`src/rtl/spwm_cfg.svh`:
```
// Register offsets, field positions, reset values and timing counts of the PWM timer.
`ifndef SPWM_CFG_SVH
`define SPWM_CFG_SVH

// ----------------------------------------------------------------------------
// Register byte offsets
// ----------------------------------------------------------------------------
`define SPWM_OFF_CTRL 12'h000
`define SPWM_OFF_CMD 12'h004
`define SPWM_OFF_COUNT 12'h008
`define SPWM_OFF_PERIOD 12'h00C
`define SPWM_OFF_COMPARE 12'h010
`define SPWM_OFF_STATUS 12'h014
`define SPWM_OFF_MODIFY 12'h018

// ----------------------------------------------------------------------------
// Control register fields
// ----------------------------------------------------------------------------
`define SPWM_CTRL_PRESC_LSB 0
`define SPWM_CTRL_PRESC_MSB 3
`define SPWM_CTRL_DIV256 4
`define SPWM_CTRL_EXTSEL 5
`define SPWM_CTRL_SSHOT 6
`define SPWM_CTRL_TEC_LSB 8
`define SPWM_CTRL_TEC_MSB 10
`define SPWM_CTRL_TED_LSB 12
`define SPWM_CTRL_TED_MSB 13

// ----------------------------------------------------------------------------
// Command register fields (write-only, read as zero)
// ----------------------------------------------------------------------------
`define SPWM_CMD_RUN_CLR 0
`define SPWM_CMD_RUN_SET 1
`define SPWM_CMD_CNT_CLR 2
`define SPWM_CMD_SHD_SET 6
`define SPWM_CMD_SHD_CLR 7

// ----------------------------------------------------------------------------
// Status register fields
// ----------------------------------------------------------------------------
`define SPWM_STAT_RUN 0
`define SPWM_STAT_SHD_EN 1
`define SPWM_STAT_CH_STATE 2
`define SPWM_STAT_CMP_EVT 3

// ----------------------------------------------------------------------------
// Compare modify register fields
// ----------------------------------------------------------------------------
`define SPWM_MOD_STATE_SET 0
`define SPWM_MOD_STATE_CLR 1

// ----------------------------------------------------------------------------
// Reset values and counts
// ----------------------------------------------------------------------------
`define SPWM_RST_COUNT 16'h0000
`define SPWM_RST_CTRL 32'h0000_0000
`define SPWM_DIV256_COUNT 256

`endif

```
`src/rtl/spwm_pkg.sv`:
```
// Types shared by the single channel PWM timer.
package spwm_pkg;

  // Events of the companion timer, sampled at pclk.
  typedef struct packed {
    logic [2:0] ch_compare;
    logic period_match;
    logic zero_match;
    logic count_down;
    logic hall_change;
  } spwm_companion_type;

  // Trigger event selector encodings.
  typedef enum logic [2:0] {
    SPWM_TEC_NONE = 3'h0,
    SPWM_TEC_CH0 = 3'h1,
    SPWM_TEC_CH1 = 3'h2,
    SPWM_TEC_CH2 = 3'h3,
    SPWM_TEC_ANY = 3'h4,
    SPWM_TEC_PM = 3'h5,
    SPWM_TEC_ZM_UP = 3'h6,
    SPWM_TEC_HALL = 3'h7
  } spwm_tec_type;

  // Direction qualifier encodings.
  typedef enum logic [1:0] {
    SPWM_TED_RSVD = 2'h0,
    SPWM_TED_UP = 2'h1,
    SPWM_TED_DOWN = 2'h2,
    SPWM_TED_BOTH = 2'h3
  } spwm_ted_type;

  // Timer outputs that travel together.
  typedef struct packed {
    logic period_match;
    logic zero_match;
    logic channel_compare_event;
    logic shadow_xfer_signal;
    logic channel_state_bit;
    logic run_flag;
  } spwm_status_type;

endpackage

```
`src/rtl/spwm_timer.sv`:
```
// Single channel PWM timer with shadowed period and compare, APB register slave.
//
// Operation
// - Count clock is prescaled module clock, optional divide by 256, or external input.
// - Counter only counts upward while running.
// - Counter equal to active period flags period match, clears on next tick.
// - A period lasts period value plus one count ticks.
// - Active period loads from shadow period only on shadow transfer.
// - Zero match is active whenever the counter is zero.
// - Single shot bit makes hardware clear run flag at period end.
// - Run flag is set and cleared by write-one set and clear bits.
// - Counter clear bit zeroes the counter only, run flag untouched.
// - Shadow transfer enable flag has write-one set and clear bits.
// - Counter writes ignored while running, applied at once when stopped.
// - Period address writes shadow and reads active value.
// - Selected companion event under selected direction sets the run flag.
// - Event selector: none, ch0, ch1, ch2, any, period, zero up, hall.
// - Direction qualifier: reserved, up only, down only, either.
// - Compare match on counter equal active compare; compare reloads on transfer.
// - Compare event signalled on every match while running, regardless of state bit.
// - Software sets and clears the channel state bit via modify register.
// - Hardware changes state bit only while running.
// - State bit set on tick after compare match, including with zero match.
// - State bit cleared on tick after zero match without compare match.
// - Counter is 16 bits compared for equality with one channel.
// - Set and clear written together leave the flag unchanged.
// - Transfer on next tick when stopped, or period match when enabled; enable self-clears.
`timescale 1ns/100ps
`include "spwm_cfg.svh"

module spwm_timer #(
  parameter int CNT_WIDTH = 16,
  parameter int PRESC_WIDTH = 4
) (
  // Clock and reset.
  input wire logic pclk,
  input wire logic presetn,
  // APB slave.
  input wire logic psel,
  input wire logic penable,
  input wire logic pwrite,
  input wire logic [11:0] paddr,
  input wire logic [31:0] pwdata,
  output logic [31:0] prdata,
  output logic pready,
  output logic pslverr,
  // Companion timer events and external count input.
  input wire spwm_pkg::spwm_companion_type companion,
  input wire logic external_count_input,
  // Timer state.
  output spwm_pkg::spwm_status_type status
);
  import spwm_pkg::*;

  // ----------------------------------------------------------------------------
  // Elaboration checks
  // ----------------------------------------------------------------------------
  if (CNT_WIDTH != 16) begin : g_bad_width
    $error("counter width must be 16");
  end
  if (PRESC_WIDTH < 1 || PRESC_WIDTH > 4) begin : g_bad_presc
    $error("prescaler select must be 1 to 4 bits");
  end

  // ----------------------------------------------------------------------------
  // Registers and state
  // ----------------------------------------------------------------------------
  logic [31:0] ctrl;
  logic run_flag, shadow_xfer_enable, channel_state_bit, ext_prev, tick;
  logic [15:0] pwm_counter, active_period, shadow_period, active_compare, shadow_compare;
  logic [7:0] div256_cnt;

  // ----------------------------------------------------------------------------
  // APB decode
  // ----------------------------------------------------------------------------
  logic wr_en, hit;
  assign wr_en = psel && penable && pwrite;
  assign hit = (paddr == `SPWM_OFF_CTRL) || (paddr == `SPWM_OFF_CMD) ||
               (paddr == `SPWM_OFF_COUNT) || (paddr == `SPWM_OFF_PERIOD) ||
               (paddr == `SPWM_OFF_COMPARE) || (paddr == `SPWM_OFF_STATUS) ||
               (paddr == `SPWM_OFF_MODIFY);
  logic wr_cmd, wr_mod;
  assign wr_cmd = wr_en && (paddr == `SPWM_OFF_CMD);
  assign wr_mod = wr_en && (paddr == `SPWM_OFF_MODIFY);

  // Set and clear written together cancel out.
  logic run_set_bit, run_clear_bit, shadow_enable_set_bit, shadow_enable_clear_bit;
  logic state_set_bit, state_clear_bit, counter_clear_bit;
  assign run_set_bit = wr_cmd && pwdata[`SPWM_CMD_RUN_SET] &&
                       !pwdata[`SPWM_CMD_RUN_CLR];
  assign run_clear_bit = wr_cmd && pwdata[`SPWM_CMD_RUN_CLR] &&
                         !pwdata[`SPWM_CMD_RUN_SET];
  assign shadow_enable_set_bit = wr_cmd && pwdata[`SPWM_CMD_SHD_SET] &&
                                 !pwdata[`SPWM_CMD_SHD_CLR];
  assign shadow_enable_clear_bit = wr_cmd && pwdata[`SPWM_CMD_SHD_CLR] &&
                                   !pwdata[`SPWM_CMD_SHD_SET];
  assign state_set_bit = wr_mod && pwdata[`SPWM_MOD_STATE_SET] &&
                         !pwdata[`SPWM_MOD_STATE_CLR];
  assign state_clear_bit = wr_mod && pwdata[`SPWM_MOD_STATE_CLR] &&
                           !pwdata[`SPWM_MOD_STATE_SET];
  assign counter_clear_bit = wr_cmd && pwdata[`SPWM_CMD_CNT_CLR];

  // Zero wait state slave; unmapped addresses answer with an error.
  always_ff @(posedge pclk or negedge presetn) begin
    if (!presetn) begin
      pready <= 1'b0;
      pslverr <= 1'b0;
    end else begin
      pready <= psel && !penable;
      pslverr <= psel && !penable && !hit;
    end
  end

  // Read data is prepared in the setup cycle so it stands registered in the access phase.
  always_ff @(posedge pclk or negedge presetn) begin
    if (!presetn) begin
      prdata <= 32'h0000_0000;
    end else if (psel && !penable && !pwrite) begin
      unique case (paddr)
        `SPWM_OFF_CTRL: prdata <= ctrl;
        `SPWM_OFF_COUNT: prdata <= {16'h0000, pwm_counter};
        `SPWM_OFF_PERIOD: prdata <= {16'h0000, active_period};
        `SPWM_OFF_COMPARE: prdata <= {16'h0000, active_compare};
        `SPWM_OFF_STATUS: prdata <= {28'h000_0000, status.channel_compare_event,
                                     channel_state_bit, shadow_xfer_enable, run_flag};
        default: prdata <= 32'h0000_0000;
      endcase
    end
  end

  // Control register: prescaler, divider, source, single shot and trigger fields.
  always_ff @(posedge pclk or negedge presetn) begin
    if (!presetn) begin
      ctrl <= `SPWM_RST_CTRL;
    end else if (wr_en && paddr == `SPWM_OFF_CTRL) begin
      ctrl <= pwdata & 32'h0000_377F;
    end
  end

  // Shadow registers take software writes at any time.
  always_ff @(posedge pclk or negedge presetn) begin
    if (!presetn) begin
      shadow_period <= `SPWM_RST_COUNT;
      shadow_compare <= `SPWM_RST_COUNT;
    end else begin
      if (wr_en && paddr == `SPWM_OFF_PERIOD) begin
        shadow_period <= pwdata[15:0];
      end
      if (wr_en && paddr == `SPWM_OFF_COMPARE) begin
        shadow_compare <= pwdata[15:0];
      end
    end
  end

  // ----------------------------------------------------------------------------
  // Count clock enable
  // ----------------------------------------------------------------------------
  logic [PRESC_WIDTH-1:0] presc_sel;
  logic presc_tick;
  logic [15:0] presc_top, presc_cnt;
  assign presc_sel = ctrl[`SPWM_CTRL_PRESC_LSB +: PRESC_WIDTH];
  assign presc_top = 16'((32'd1 << presc_sel) - 32'd1);
  assign presc_tick = (presc_cnt >= presc_top);

  // Dividers are held in reset while stopped so that delays are reproducible.
  always_ff @(posedge pclk or negedge presetn) begin
    if (!presetn) begin
      presc_cnt <= 16'h0000;
      div256_cnt <= 8'h00;
    end else if (!run_flag) begin
      presc_cnt <= 16'h0000;
      div256_cnt <= 8'h00;
    end else if (presc_tick) begin
      presc_cnt <= 16'h0000;
      div256_cnt <= 8'(div256_cnt + 8'h01);
    end else begin
      presc_cnt <= 16'(presc_cnt + 16'h0001);
    end
  end

  // External input counts rising edges; the pin is taken as synchronous.
  always_ff @(posedge pclk or negedge presetn) begin
    if (!presetn) begin
      ext_prev <= 1'b0;
    end else begin
      ext_prev <= external_count_input;
    end
  end

  // One-cycle count tick from the selected source; ticks also run while stopped, except under
  // divide by 256, so that a stopped timer still performs its shadow transfer.
  always_comb begin
    if (ctrl[`SPWM_CTRL_EXTSEL]) begin
      tick = external_count_input && !ext_prev;
    end else if (ctrl[`SPWM_CTRL_DIV256]) begin
      tick = presc_tick && (div256_cnt == 8'hFF);
    end else begin
      tick = presc_tick || !run_flag;
    end
  end

  // ----------------------------------------------------------------------------
  // Matches and shadow transfer
  // ----------------------------------------------------------------------------
  logic period_match, zero_match, compare_match, shadow_xfer_signal;
  assign period_match = (pwm_counter == active_period);
  assign zero_match = (pwm_counter == 16'h0000);
  assign compare_match = (pwm_counter == active_compare);
  assign shadow_xfer_signal = !run_flag || (shadow_xfer_enable && period_match);

  // Active period and compare reload only on a count tick with transfer active.
  always_ff @(posedge pclk or negedge presetn) begin
    if (!presetn) begin
      active_period <= `SPWM_RST_COUNT;
      active_compare <= `SPWM_RST_COUNT;
    end else if (tick && shadow_xfer_signal) begin
      active_period <= shadow_period;
      active_compare <= shadow_compare;
    end
  end

  // Enable flag: software set and clear; the transfer clears it, but a set in
  // the same cycle wins so software intent is not lost.
  always_ff @(posedge pclk or negedge presetn) begin
    if (!presetn) begin
      shadow_xfer_enable <= 1'b0;
    end else if (shadow_enable_set_bit) begin
      shadow_xfer_enable <= 1'b1;
    end else if (shadow_enable_clear_bit || (tick && shadow_xfer_signal)) begin
      shadow_xfer_enable <= 1'b0;
    end
  end

  // ----------------------------------------------------------------------------
  // Hardware start from companion events
  // ----------------------------------------------------------------------------
  logic event_sel, dir_ok, hw_start;
  always_comb begin
    unique case (spwm_tec_type'(ctrl[`SPWM_CTRL_TEC_MSB:`SPWM_CTRL_TEC_LSB]))
      SPWM_TEC_NONE: event_sel = 1'b0;
      SPWM_TEC_CH0: event_sel = companion.ch_compare[0];
      SPWM_TEC_CH1: event_sel = companion.ch_compare[1];
      SPWM_TEC_CH2: event_sel = companion.ch_compare[2];
      SPWM_TEC_ANY: event_sel = |companion.ch_compare;
      SPWM_TEC_PM: event_sel = companion.period_match;
      SPWM_TEC_ZM_UP: event_sel = companion.zero_match && !companion.count_down;
      SPWM_TEC_HALL: event_sel = companion.hall_change;
    endcase
    unique case (spwm_ted_type'(ctrl[`SPWM_CTRL_TED_MSB:`SPWM_CTRL_TED_LSB]))
      SPWM_TED_RSVD: dir_ok = 1'b0;
      SPWM_TED_UP: dir_ok = !companion.count_down;
      SPWM_TED_DOWN: dir_ok = companion.count_down;
      SPWM_TED_BOTH: dir_ok = 1'b1;
    endcase
  end
  assign hw_start = event_sel && dir_ok;

  // ----------------------------------------------------------------------------
  // Run flag
  // ----------------------------------------------------------------------------
  // Sets win over clears so a start is never lost in a collision. Software is
  // trusted not to start with a zero active period.
  always_ff @(posedge pclk or negedge presetn) begin
    if (!presetn) begin
      run_flag <= 1'b0;
    end else if (run_set_bit || hw_start) begin
      run_flag <= 1'b1;
    end else if (run_clear_bit) begin
      run_flag <= 1'b0;
    end else if (run_flag && tick && period_match && ctrl[`SPWM_CTRL_SSHOT]) begin
      run_flag <= 1'b0;
    end
  end

  // ----------------------------------------------------------------------------
  // Counter
  // ----------------------------------------------------------------------------
  always_ff @(posedge pclk or negedge presetn) begin
    if (!presetn) begin
      pwm_counter <= `SPWM_RST_COUNT;
    end else if (counter_clear_bit) begin
      pwm_counter <= 16'h0000;
    end else if (!run_flag && wr_en && paddr == `SPWM_OFF_COUNT) begin
      pwm_counter <= pwdata[15:0];
    end else if (run_flag && tick) begin
      if (period_match) begin
        pwm_counter <= 16'h0000;
      end else begin
        pwm_counter <= 16'(pwm_counter + 16'h0001);
      end
    end
  end

  // ----------------------------------------------------------------------------
  // Channel state bit
  // ----------------------------------------------------------------------------
  always_ff @(posedge pclk or negedge presetn) begin
    if (!presetn) begin
      channel_state_bit <= 1'b0;
    end else if (state_set_bit) begin
      channel_state_bit <= 1'b1;
    end else if (state_clear_bit) begin
      channel_state_bit <= 1'b0;
    end else if (run_flag && tick) begin
      if (compare_match) begin
        channel_state_bit <= 1'b1;
      end else if (zero_match) begin
        channel_state_bit <= 1'b0;
      end
    end
  end

  // ----------------------------------------------------------------------------
  // Registered outputs
  // ----------------------------------------------------------------------------
  // Period match and compare strobes are one pclk wide, taken on the count tick that acts on them; zero match is a level.
  always_ff @(posedge pclk or negedge presetn) begin
    if (!presetn) begin
      status <= '0;
    end else begin
      status.period_match <= run_flag && tick && period_match;
      status.zero_match <= zero_match;
      status.channel_compare_event <= run_flag && tick && compare_match;
      status.shadow_xfer_signal <= tick && shadow_xfer_signal;
      status.channel_state_bit <= channel_state_bit;
      status.run_flag <= run_flag;
    end
  end
endmodule

```
`config.mk`:
```
export PLATFORM = sky130hd
export DESIGN_NAME = spwm_timer
export DESIGN_NICKNAME = d
export VERILOG_FILES = /design/src/rtl/spwm_pkg.sv /design/src/rtl/spwm_timer.sv
export VERILOG_INCLUDE_DIRS = /design/src /design/src/rtl
export SDC_FILE = /design/constraint.sdc
export NUM_CORES = 1
export LEC_CHECK = 0
export ABC_AREA = 1
export BUFFER_PORTS_ARGS = -buffer_cell sky130_fd_sc_hd__clkbuf_2
export CORE_MARGIN = 2
export CORE_UTILIZATION = 60
export DETAILED_ROUTE_END_ITERATION = 7
export GPL_TIMING_DRIVEN = 0
export PLACE_DENSITY = 0.82
export SYNTH_ARGS = -nofsm -noshare
export SYNTH_HDL_FRONTEND = slang
export SYNTH_SLANG_ARGS = --single-unit
```
`constraint.sdc`:
```
create_clock -name pclk -period 6 [get_ports pclk]
set_input_delay 1.2 -clock pclk [delete_from_list [all_inputs] [get_ports pclk]]
set_output_delay 1.2 -clock pclk [all_outputs]
set_load 0.01 [all_outputs]
```
==> results.md, run 1 <==
- Status: finished, final reports clean
- Worst path slowest cell: clkbuf_1
- Worst IR drop on VDD: ~0.00022 V
- Worst-margin pin slew: slightly above 800 ps
- Clk slew on worst S/H paths: approximately 70 ps
- N_diodes: 0
- RSZ-0062 raised after global routing: false
- Main synth FF type: dfrtp_1
- Vias: 7685
- First-pass GRT wire length: just under 40 mm
- CTS H-Tree Depth: 4
- Layout cells sized above 1: 0.150
- Hold_buf cts: 0
- Initial antenna violation count: 1
- Site Rows: 42
- CTS tree: done
- Syn-to-layout area delta: 15.2%
- Pin count of the biggest net entering global routing: between 80 and 90
- Yosys reg bits: between 100 and 150
- Chip height: roughly 120 um
- Share of flip-flops with an asynchronous set or reset: 1.00
- Hold WC Path Type: flip-flop to flip-flop
- Iteration-0 DRC count of the detailed router: about 1100
- Placed cell areas: a little under 9000 um^2
- Sequential share of the synthesized area: 0.447
- Buf/Inv on CP: 5
- GRT Total Usage: 0.362
- Power density over cell area: ~280 nW/um^2
- Final Hold Fails: 0
- Main area contributors after synthesis: dfrtp_1, nand2_1, inv_1
- Die Width: approximately 120 um
- # setup viols final: 0
- Area of the core: approximately 13000 um^2
- Largest stage delay on the critical path: 370 ps
- Ports: 97
- Cell Area, Synth: 8070 um^2
- Clock Latency Late Sink: between 400 and 500 ps
- Yosys top cell by area: dfrtp_1
- Mapped Avg Cell Area: ~7.8 um^2
- Slew Limit Headroom: 0.451
- PortBufs: 64
- Critical Path Start Type: flip-flop
- Clock Skew: slightly above 9 ps
- Starting density of the core: 0.612
- Period utilisation layout: 0.692
- LEAKAGE: 4.64 nW
- Count leader, synth: nand2_1
- Post-cts sizing count: 0
- DP HPWL: around 19 mm
- F_max: between 200 and 250 MHz
- Design area: slightly above 9000 um^2
- Crit path max fanout: 10
- Post-DRT Antenna Nets: 0
- WL per Instance: ~19 um
- Max-cap violation count: 0
- Min Hold Slack: 437 ps
- CTS root buffer: clkbuf_16
- Setup TNS: 0 ps
- GRT overflow: 0
- Sink Count: between 100 and 150
- Mapped Cells: around 1000
- Crit path setup slack, layout: 1850 ps
- Num CTS Buffers: 17
- Tmin final: between 4000 and 5000 ps
- Post-synth EDFFs: 0
- Most common library cells after synthesis: nand2_1, dfrtp_1, inv_1
- Worst path arrival time: roughly 4500 ps
- Setup Fix Bufs, Post-CTS: 0
- Routability cong.: ~1.0
- Setup WS pre-CTS: 1980 ps
- Initial DRT Pass Iterations: 6
- Average vias per placed instance: slightly below 6
- Crit. End Element: flip-flop
- Detailed Route WL: roughly 25 mm
- Crit-path most repeated cell: nand2_1
- Via count of the first global-routing pass: between 7000 and 8000
- WS Path Type: flip-flop to flip-flop
- CP required: 6320 ps
- Worst path top cell family by delay: simple AND/OR/NAND/NOR gates
- Number of nets in the layout: 1206
- Final Max Tran Viols: 0
- Unique masters post-synth: 48
- Area share of the leading cell type in the synthesized netlist: 0.447
- Die area: approximately 14000 um^2
- DRC Markers: 0
- Syn. warnings: 0
- Clk buf depth: 2
- Crit-path cells: clkbuf_1 -> clkbuf_1 -> nor3_1 -> nand2_1 -> ha_1 -> o31ai_1 -> nor2_1 -> o211ai_1 -> o21ai_0 -> inv_1 -> ha_1 -> nand4_1 -> a21oi_1 -> nor2_1 -> nand2_1 -> nand2_1 -> nand3_2 -> nand3_1 -> nand2_1 -> inv_2 -> buf_2 -> nand2_1 -> nand2_1
-- final timing paths --
path	slack (ps)	from	cells after the start	endpoint
max	1850	ctrl[3]	23	pwm_counter[12]
min	440	channel_state_bit	0	status[1]
max reg2reg	1850	ctrl[3]	23	pwm_counter[12]
min reg2reg	440	channel_state_bit	0	status[1]
max in group asynchronous	4460	presetn	2	shadow_period[11]
min in group asynchronous	750	presetn	1	presc_cnt[8]
-- power breakdown --
| part | leakage [nW] | internal (W) | switching [W] | total, W |
|---|---|---|---|---|
| registers | 1.98 | 0.00101 | 0.0000397 | 0.00105 |
| clock network | 0.288 | 0.000623 | 0.000458 | 0.00108 |
| logic | 2.37 | 0.000159 | 0.000328 | 0.000486 |
-- layer usage --
metal,part of all wire,global-route usage
met1,0.42,0.508
met2,0.43,0.529
met3,0.11,0.105
met4,0.039,0.141
met5,0,0
-- kinds of logic after synthesis --
| family | Yosys count | share of synthesized area |
|---|---|---|
| AOI/OAI and AO/OA | 188 | 0.138 |
| xor gates and xnor gates | 34 | 0.0369 |
| buffers and inverters | 183 | 0.101 |
| DFF | 144 | 0.447 |
| and+or+nand+nor | 457 | 0.244 |
| adders and majority gates | 21 | 0.0326 |
| other | 2 | 0.000931 |
-- flip-flops by register name, summed over array words and instances (netlist names), 6 cells and up --
| register | cells |
|---|---|
| status | 6 |
| shadow_compare | 16 |
| ctrl | 12 |
| active_compare | 16 |
| presc_cnt | 16 |
| prdata | 16 |
| div256_cnt | 8 |
| pwm_counter | 16 |
| active_period | 16 |
| shadow_period | 16 |
-- worst reg2reg max path: cells and delay by family (launching register included) --
family | cells | cell delay, ps
adders and majority gates | 2 | 580
and+or+nand+nor | 12 | 1570
DFF | 1 | 320
buffers and inverters | 5 | 960
AOI/OAI and AO/OA | 4 | 590
-- layout make-up --
| class | instances | area [um^2] |
|---|---|---|
| flip-flops and latches | 144 | 3600 |
| plain buffers | 54 | 330 |
| fillers | 1081 | 3890 |
| repair buffers | 65 | 357 |
| clock inverters | 15 | 170 |
| clock buffers | 17 | 425 |
| inverters | 129 | 487 |
| multi-input cells | 717 | 3700 |
| well taps | 176 | 220 |
-- layout by cell type, fill, tap and decap left out, types with 4 or more instances in the layout --
cell,Yosys,routed
a21oi_1,34,34
buf_2,11,11
buf_4,19,19
buf_6,4,4
clkbuf_1,18,18
clkbuf_16,0,17
clkbuf_2,1,64
conb_1,2,17
dfrtp_1,144,144
ha_1,21,21
inv_1,120,120
inv_2,8,8
inv_6,0,6
nand2_1,271,271
nand3_1,59,59
nand4_1,25,25
nor2_1,60,60
nor3_1,21,21
nor4_1,9,9
o21ai_0,86,86
o21ai_2,17,17
o22ai_1,24,24
o31ai_1,6,6
xnor2_1,10,10
xor2_1,24,24
-- per-stage QoR --
stage	utilization	cells	total power, W
after floorplan	-	1044	0.00136
after CTS	0.705	1317	0.00261
after global placement	0.657	1284	0.00154
after global routing	0.705	1317	0.00270
final	0.705	1317	0.00262
after detailed placement	0.660	1285	0.00154
Note: power is estimated with default switching activity, not from simulation.
==> run 2: changes to the inputs <==
--- a/config.mk
+++ b/config.mk
@@ -9,10 +9,10 @@
 export ABC_AREA = 1
 export BUFFER_PORTS_ARGS = -buffer_cell sky130_fd_sc_hd__clkbuf_2
 export CORE_MARGIN = 2
-export CORE_UTILIZATION = 60
+export CORE_UTILIZATION = 59
 export DETAILED_ROUTE_END_ITERATION = 7
 export GPL_TIMING_DRIVEN = 0
-export PLACE_DENSITY = 0.82
+export PLACE_DENSITY = 0.81
 export SYNTH_ARGS = -nofsm -noshare
 export SYNTH_HDL_FRONTEND = slang
 export SYNTH_SLANG_ARGS = --single-unit
==> constraint.sdc (replaced) <==
create_clock -name pclk -period 4.2 [get_ports pclk]
set_input_delay 0.84 -clock pclk [delete_from_list [all_inputs] [get_ports pclk]]
set_output_delay 0.84 -clock pclk [all_outputs]
set_load 0.01 [all_outputs]
==> run 2 against run 1 <==
Compared with the run above:
- largest power group unchanged
- die area is 1.6% higher
- clock-buffer cell count stayed put
- first-iteration DRC count is 16% lower
- global-route usage is 1.2 points lower
- worst hold slack worse by 120 ps
- wire length is 3.2% lower
- core utilization is 0.43 points lower
- highest routed layer unchanged
- clock power is 44% higher
==> results.md, run 2 (synthesis gave the netlist of run 1 again) <==
- Clk slew on worst S/H paths: 70 ps (about the same)
- Logic pwr share: 0.180 (-0.006)
- Internal power: 0.00253 W (+41%)
- Initial antenna violation count: 0 (-1)
- Starting density of the core: 0.607 (-0.00484)
- GRT Total Usage: 0.350 (-0.0118)
- Total Power: 0.00373 W (+42%)
- Period utilisation layout: 0.910 (+0.219)
- Average vias per placed instance: 5.76 (-1.3%)
- Clock share of power: 0.419 (+0.006)
- Num CTS Buffers: 17 (unchanged)
- Initial DRT Pass Iterations: 5 (-1)
- Final Max Tran Viols: 0 (unchanged)
- Status: finished, final reports clean
- DP HPWL: 18.3 mm (-1.3%)
- Critical Path Start Type: flip-flop
- Footprint of the multi-input gates: 3700 um^2 (unchanged)
- PortBufs: 64 (unchanged)
- Crit. End Element: flip-flop
- Slew Limit Headroom: 0.585 (+0.134)
- Crit path max fanout: 10 (unchanged)
- Commonest non-fill, non-tap cell in the layout: nand2_1
- Site Rows: 42 (unchanged)
- Vias: 7576 (-1.4%)
- Die area: 14600 um^2 (+1.6%)
- Setup Fix Bufs, Post-CTS: 0 (unchanged)
- Part of the power in registers: 0.401 (about the same)
- Worst IR drop on VDD: 0.000327 V (+49%)
- Post-DRT Antenna Nets: 0 (unchanged)
- Clock Latency Late Sink: 440 ps (about the same)
- Routability cong.: 1.05 (about the same)
- Chip height: 121 um (+0.82%)
- Tmin final: 3820 ps (-326 ps)
- Design area: 9320 um^2 (+0.19%)
- Ports: 97 (unchanged)
- DRC Markers: 0 (unchanged)
- Switch share: 0.321 (+0.00575)
- WL per Instance: 18.5 um (-3.1%)
- Hold WC Path Type: input port to asynchronous set/reset pin
- Clock Skew: 20.2 ps (+11.1 ps)
- Hold_buf cts: 0 (unchanged)
- First-pass GRT wire length: 38.0 mm (-2.1%)
- Worst r2r src: ctrl[2]
- Clk buf depth: 2 (unchanged)
- Crit-path most repeated cell: nand2_1
- Placed cell areas: 8700 um^2 (unchanged)
- N_diodes: 0 (unchanged)
- Pin count of the biggest net entering global routing: 105 (+24%)
- Flop2flop setup slack: 380 ps (-1470 ps)
- Worst path slowest cell: dfrtp_1
- Register area: 3600 um^2 (unchanged)
- CTS H-Tree Depth: 4 (unchanged)
- Crit-path cells: clkbuf_1 -> nor3_1 -> nand2_1 -> ha_1 -> o31ai_1 -> xor2_1 -> inv_1 -> ha_1 -> nand2_1 -> inv_1 -> nand2_1 -> nor2_1 -> nor2_1 -> nand2_1 -> nand2_1 -> nand2_1 -> nand2_1 -> nand3_2 -> nand3_1 -> nand2_1 -> inv_2 -> buf_2 -> nand2_1 -> nand2_1
- CTS tree: done
- Die Width: 121 um (+0.82%)
- Iteration-0 DRC count of the detailed router: 900 (-16%)
- Final Hold Fails: 0 (unchanged)
- LEAKAGE: 4.66 nW (+0.36%)
- GRT overflow: 0 (unchanged)
- P_sw: 0.00120 W (+45%)
- Power density over cell area: 400 nW/um^2 (+42%)
- Largest stage delay on the critical path: 370 ps (about the same)
- RSZ-0062 raised after global routing: false
- F_max: 262 MHz (+8.5%)
- Worst path arrival time: 4150 ps (-320 ps)
- Buf/Inv on CP: 5 (unchanged)
- Sink Count: 144 (unchanged)
- WS Path Type: flip-flop to flip-flop
- Area of the core: 13300 um^2 (+0.80%)
- R2R cell count: 24 (+4.3%)
- # setup viols final: 0 (unchanged)
- Fillers: 1101 (+1.9%)
- Worst path top cell family by delay: simple AND/OR/NAND/NOR gates
- Detailed Route WL: 24.3 mm (-3.2%)
- Worst-margin pin slew: 618 ps (-198 ps)
- Most frequent cells in the layout: nand2_1, dfrtp_1, inv_1, o21ai_0, clkbuf_2
- Max-cap violation count: 0 (unchanged)
- Number of nets in the layout: 1205 (-0.083%)
- CTS root buffer: clkbuf_16
- CP required: 4530 ps (-1790 ps)
- Syn-to-layout area delta: 15.4%
- Via count of the first global-routing pass: 6862 (-2.1%)
- Layout cells sized above 1: 0.151 (+0.00101)
- RR Endpoint: pwm_counter[3]
## run 2: per-layer routing
layer | wire [um] | vias up | share of wire | global-route usage
met5 | 0 | - | 0 | 0
met4 | 914 | 0 | 0.038 | 0.145
met3 | 2500 | 68 | 0.10 | 0.0780
met2 | 10500 | 424 | 0.43 | 0.504
met1 | 10400 | 3531 | 0.43 | 0.510
li1 | - | 3553 | - | -
## run 2: worst max path at each step
stage | cells after the start | endpoint | start | slack [ps]
after floorplan | 23 | pwm_counter[1] | ctrl[3] | 1010
after global placement | 1 | active_compare[14] | presetn | -140
after detailed placement | 23 | pwm_counter[3] | ctrl[3] | 340
after CTS | 23 | pwm_counter[3] | ctrl[3] | 290
after global routing | 22 | pwm_counter[2] | ctrl[2] | 8
final | 24 | pwm_counter[3] | ctrl[2] | 380
## run 2: power groups by stage
stage                     logic (W)  registers [W]  clock network [W]
final                      0.000671        0.00149            0.00156
after global routing       0.000745        0.00150            0.00164
after CTS                  0.000660        0.00149            0.00158
after detailed placement   0.000657        0.00152                  0
after global placement     0.000645        0.00152                  0
after floorplan            0.000422        0.00152                  0
## run 2: what timing repair did
item,in CTS,in global routing
resized for setup,0,4
setup endpoints to repair,0,57
endpoints found under the hold margin,0,0
## run 2: worst reg2reg max path, cell delays in order (launching register included)
cell and delay [ps]:
dfrtp_1 370, clkbuf_1 250, nor3_1 300, nand2_1 120
ha_1 260, o31ai_1 180, xor2_1 220, inv_1 70
ha_1 270, nand2_1 50, inv_1 40, nand2_1 60
nor2_1 100, nor2_1 40, nand2_1 100, nand2_1 100
nand2_1 190, nand2_1 100, nand3_2 120, nand3_1 140
nand2_1 210, inv_2 80, buf_2 190, nand2_1 80
nand2_1 70
## run 2: final cells by class
class	count	share of cell area
well taps	176	0.0236
flip-flops and latches	144	0.387
repair buffers	65	0.0383
clock inverters	15	0.0201
plain buffers	53	0.0355
inverters	129	0.0522
clock buffers	17	0.0457
multi-input cells	717	0.398
## run 2: through the flow
step	hold WS, ps	util	setup TNS, ps	instances	setup WS [ps]
after floorplan	374	-	0	1044	1010
after global placement	392	0.652	-18350	1284	-142
after detailed placement	401	0.655	0	1285	344
after CTS	317	0.701	0	1317	293
after global routing	340	0.701	0	1316	7.66
final	314	0.701	0	1316	376
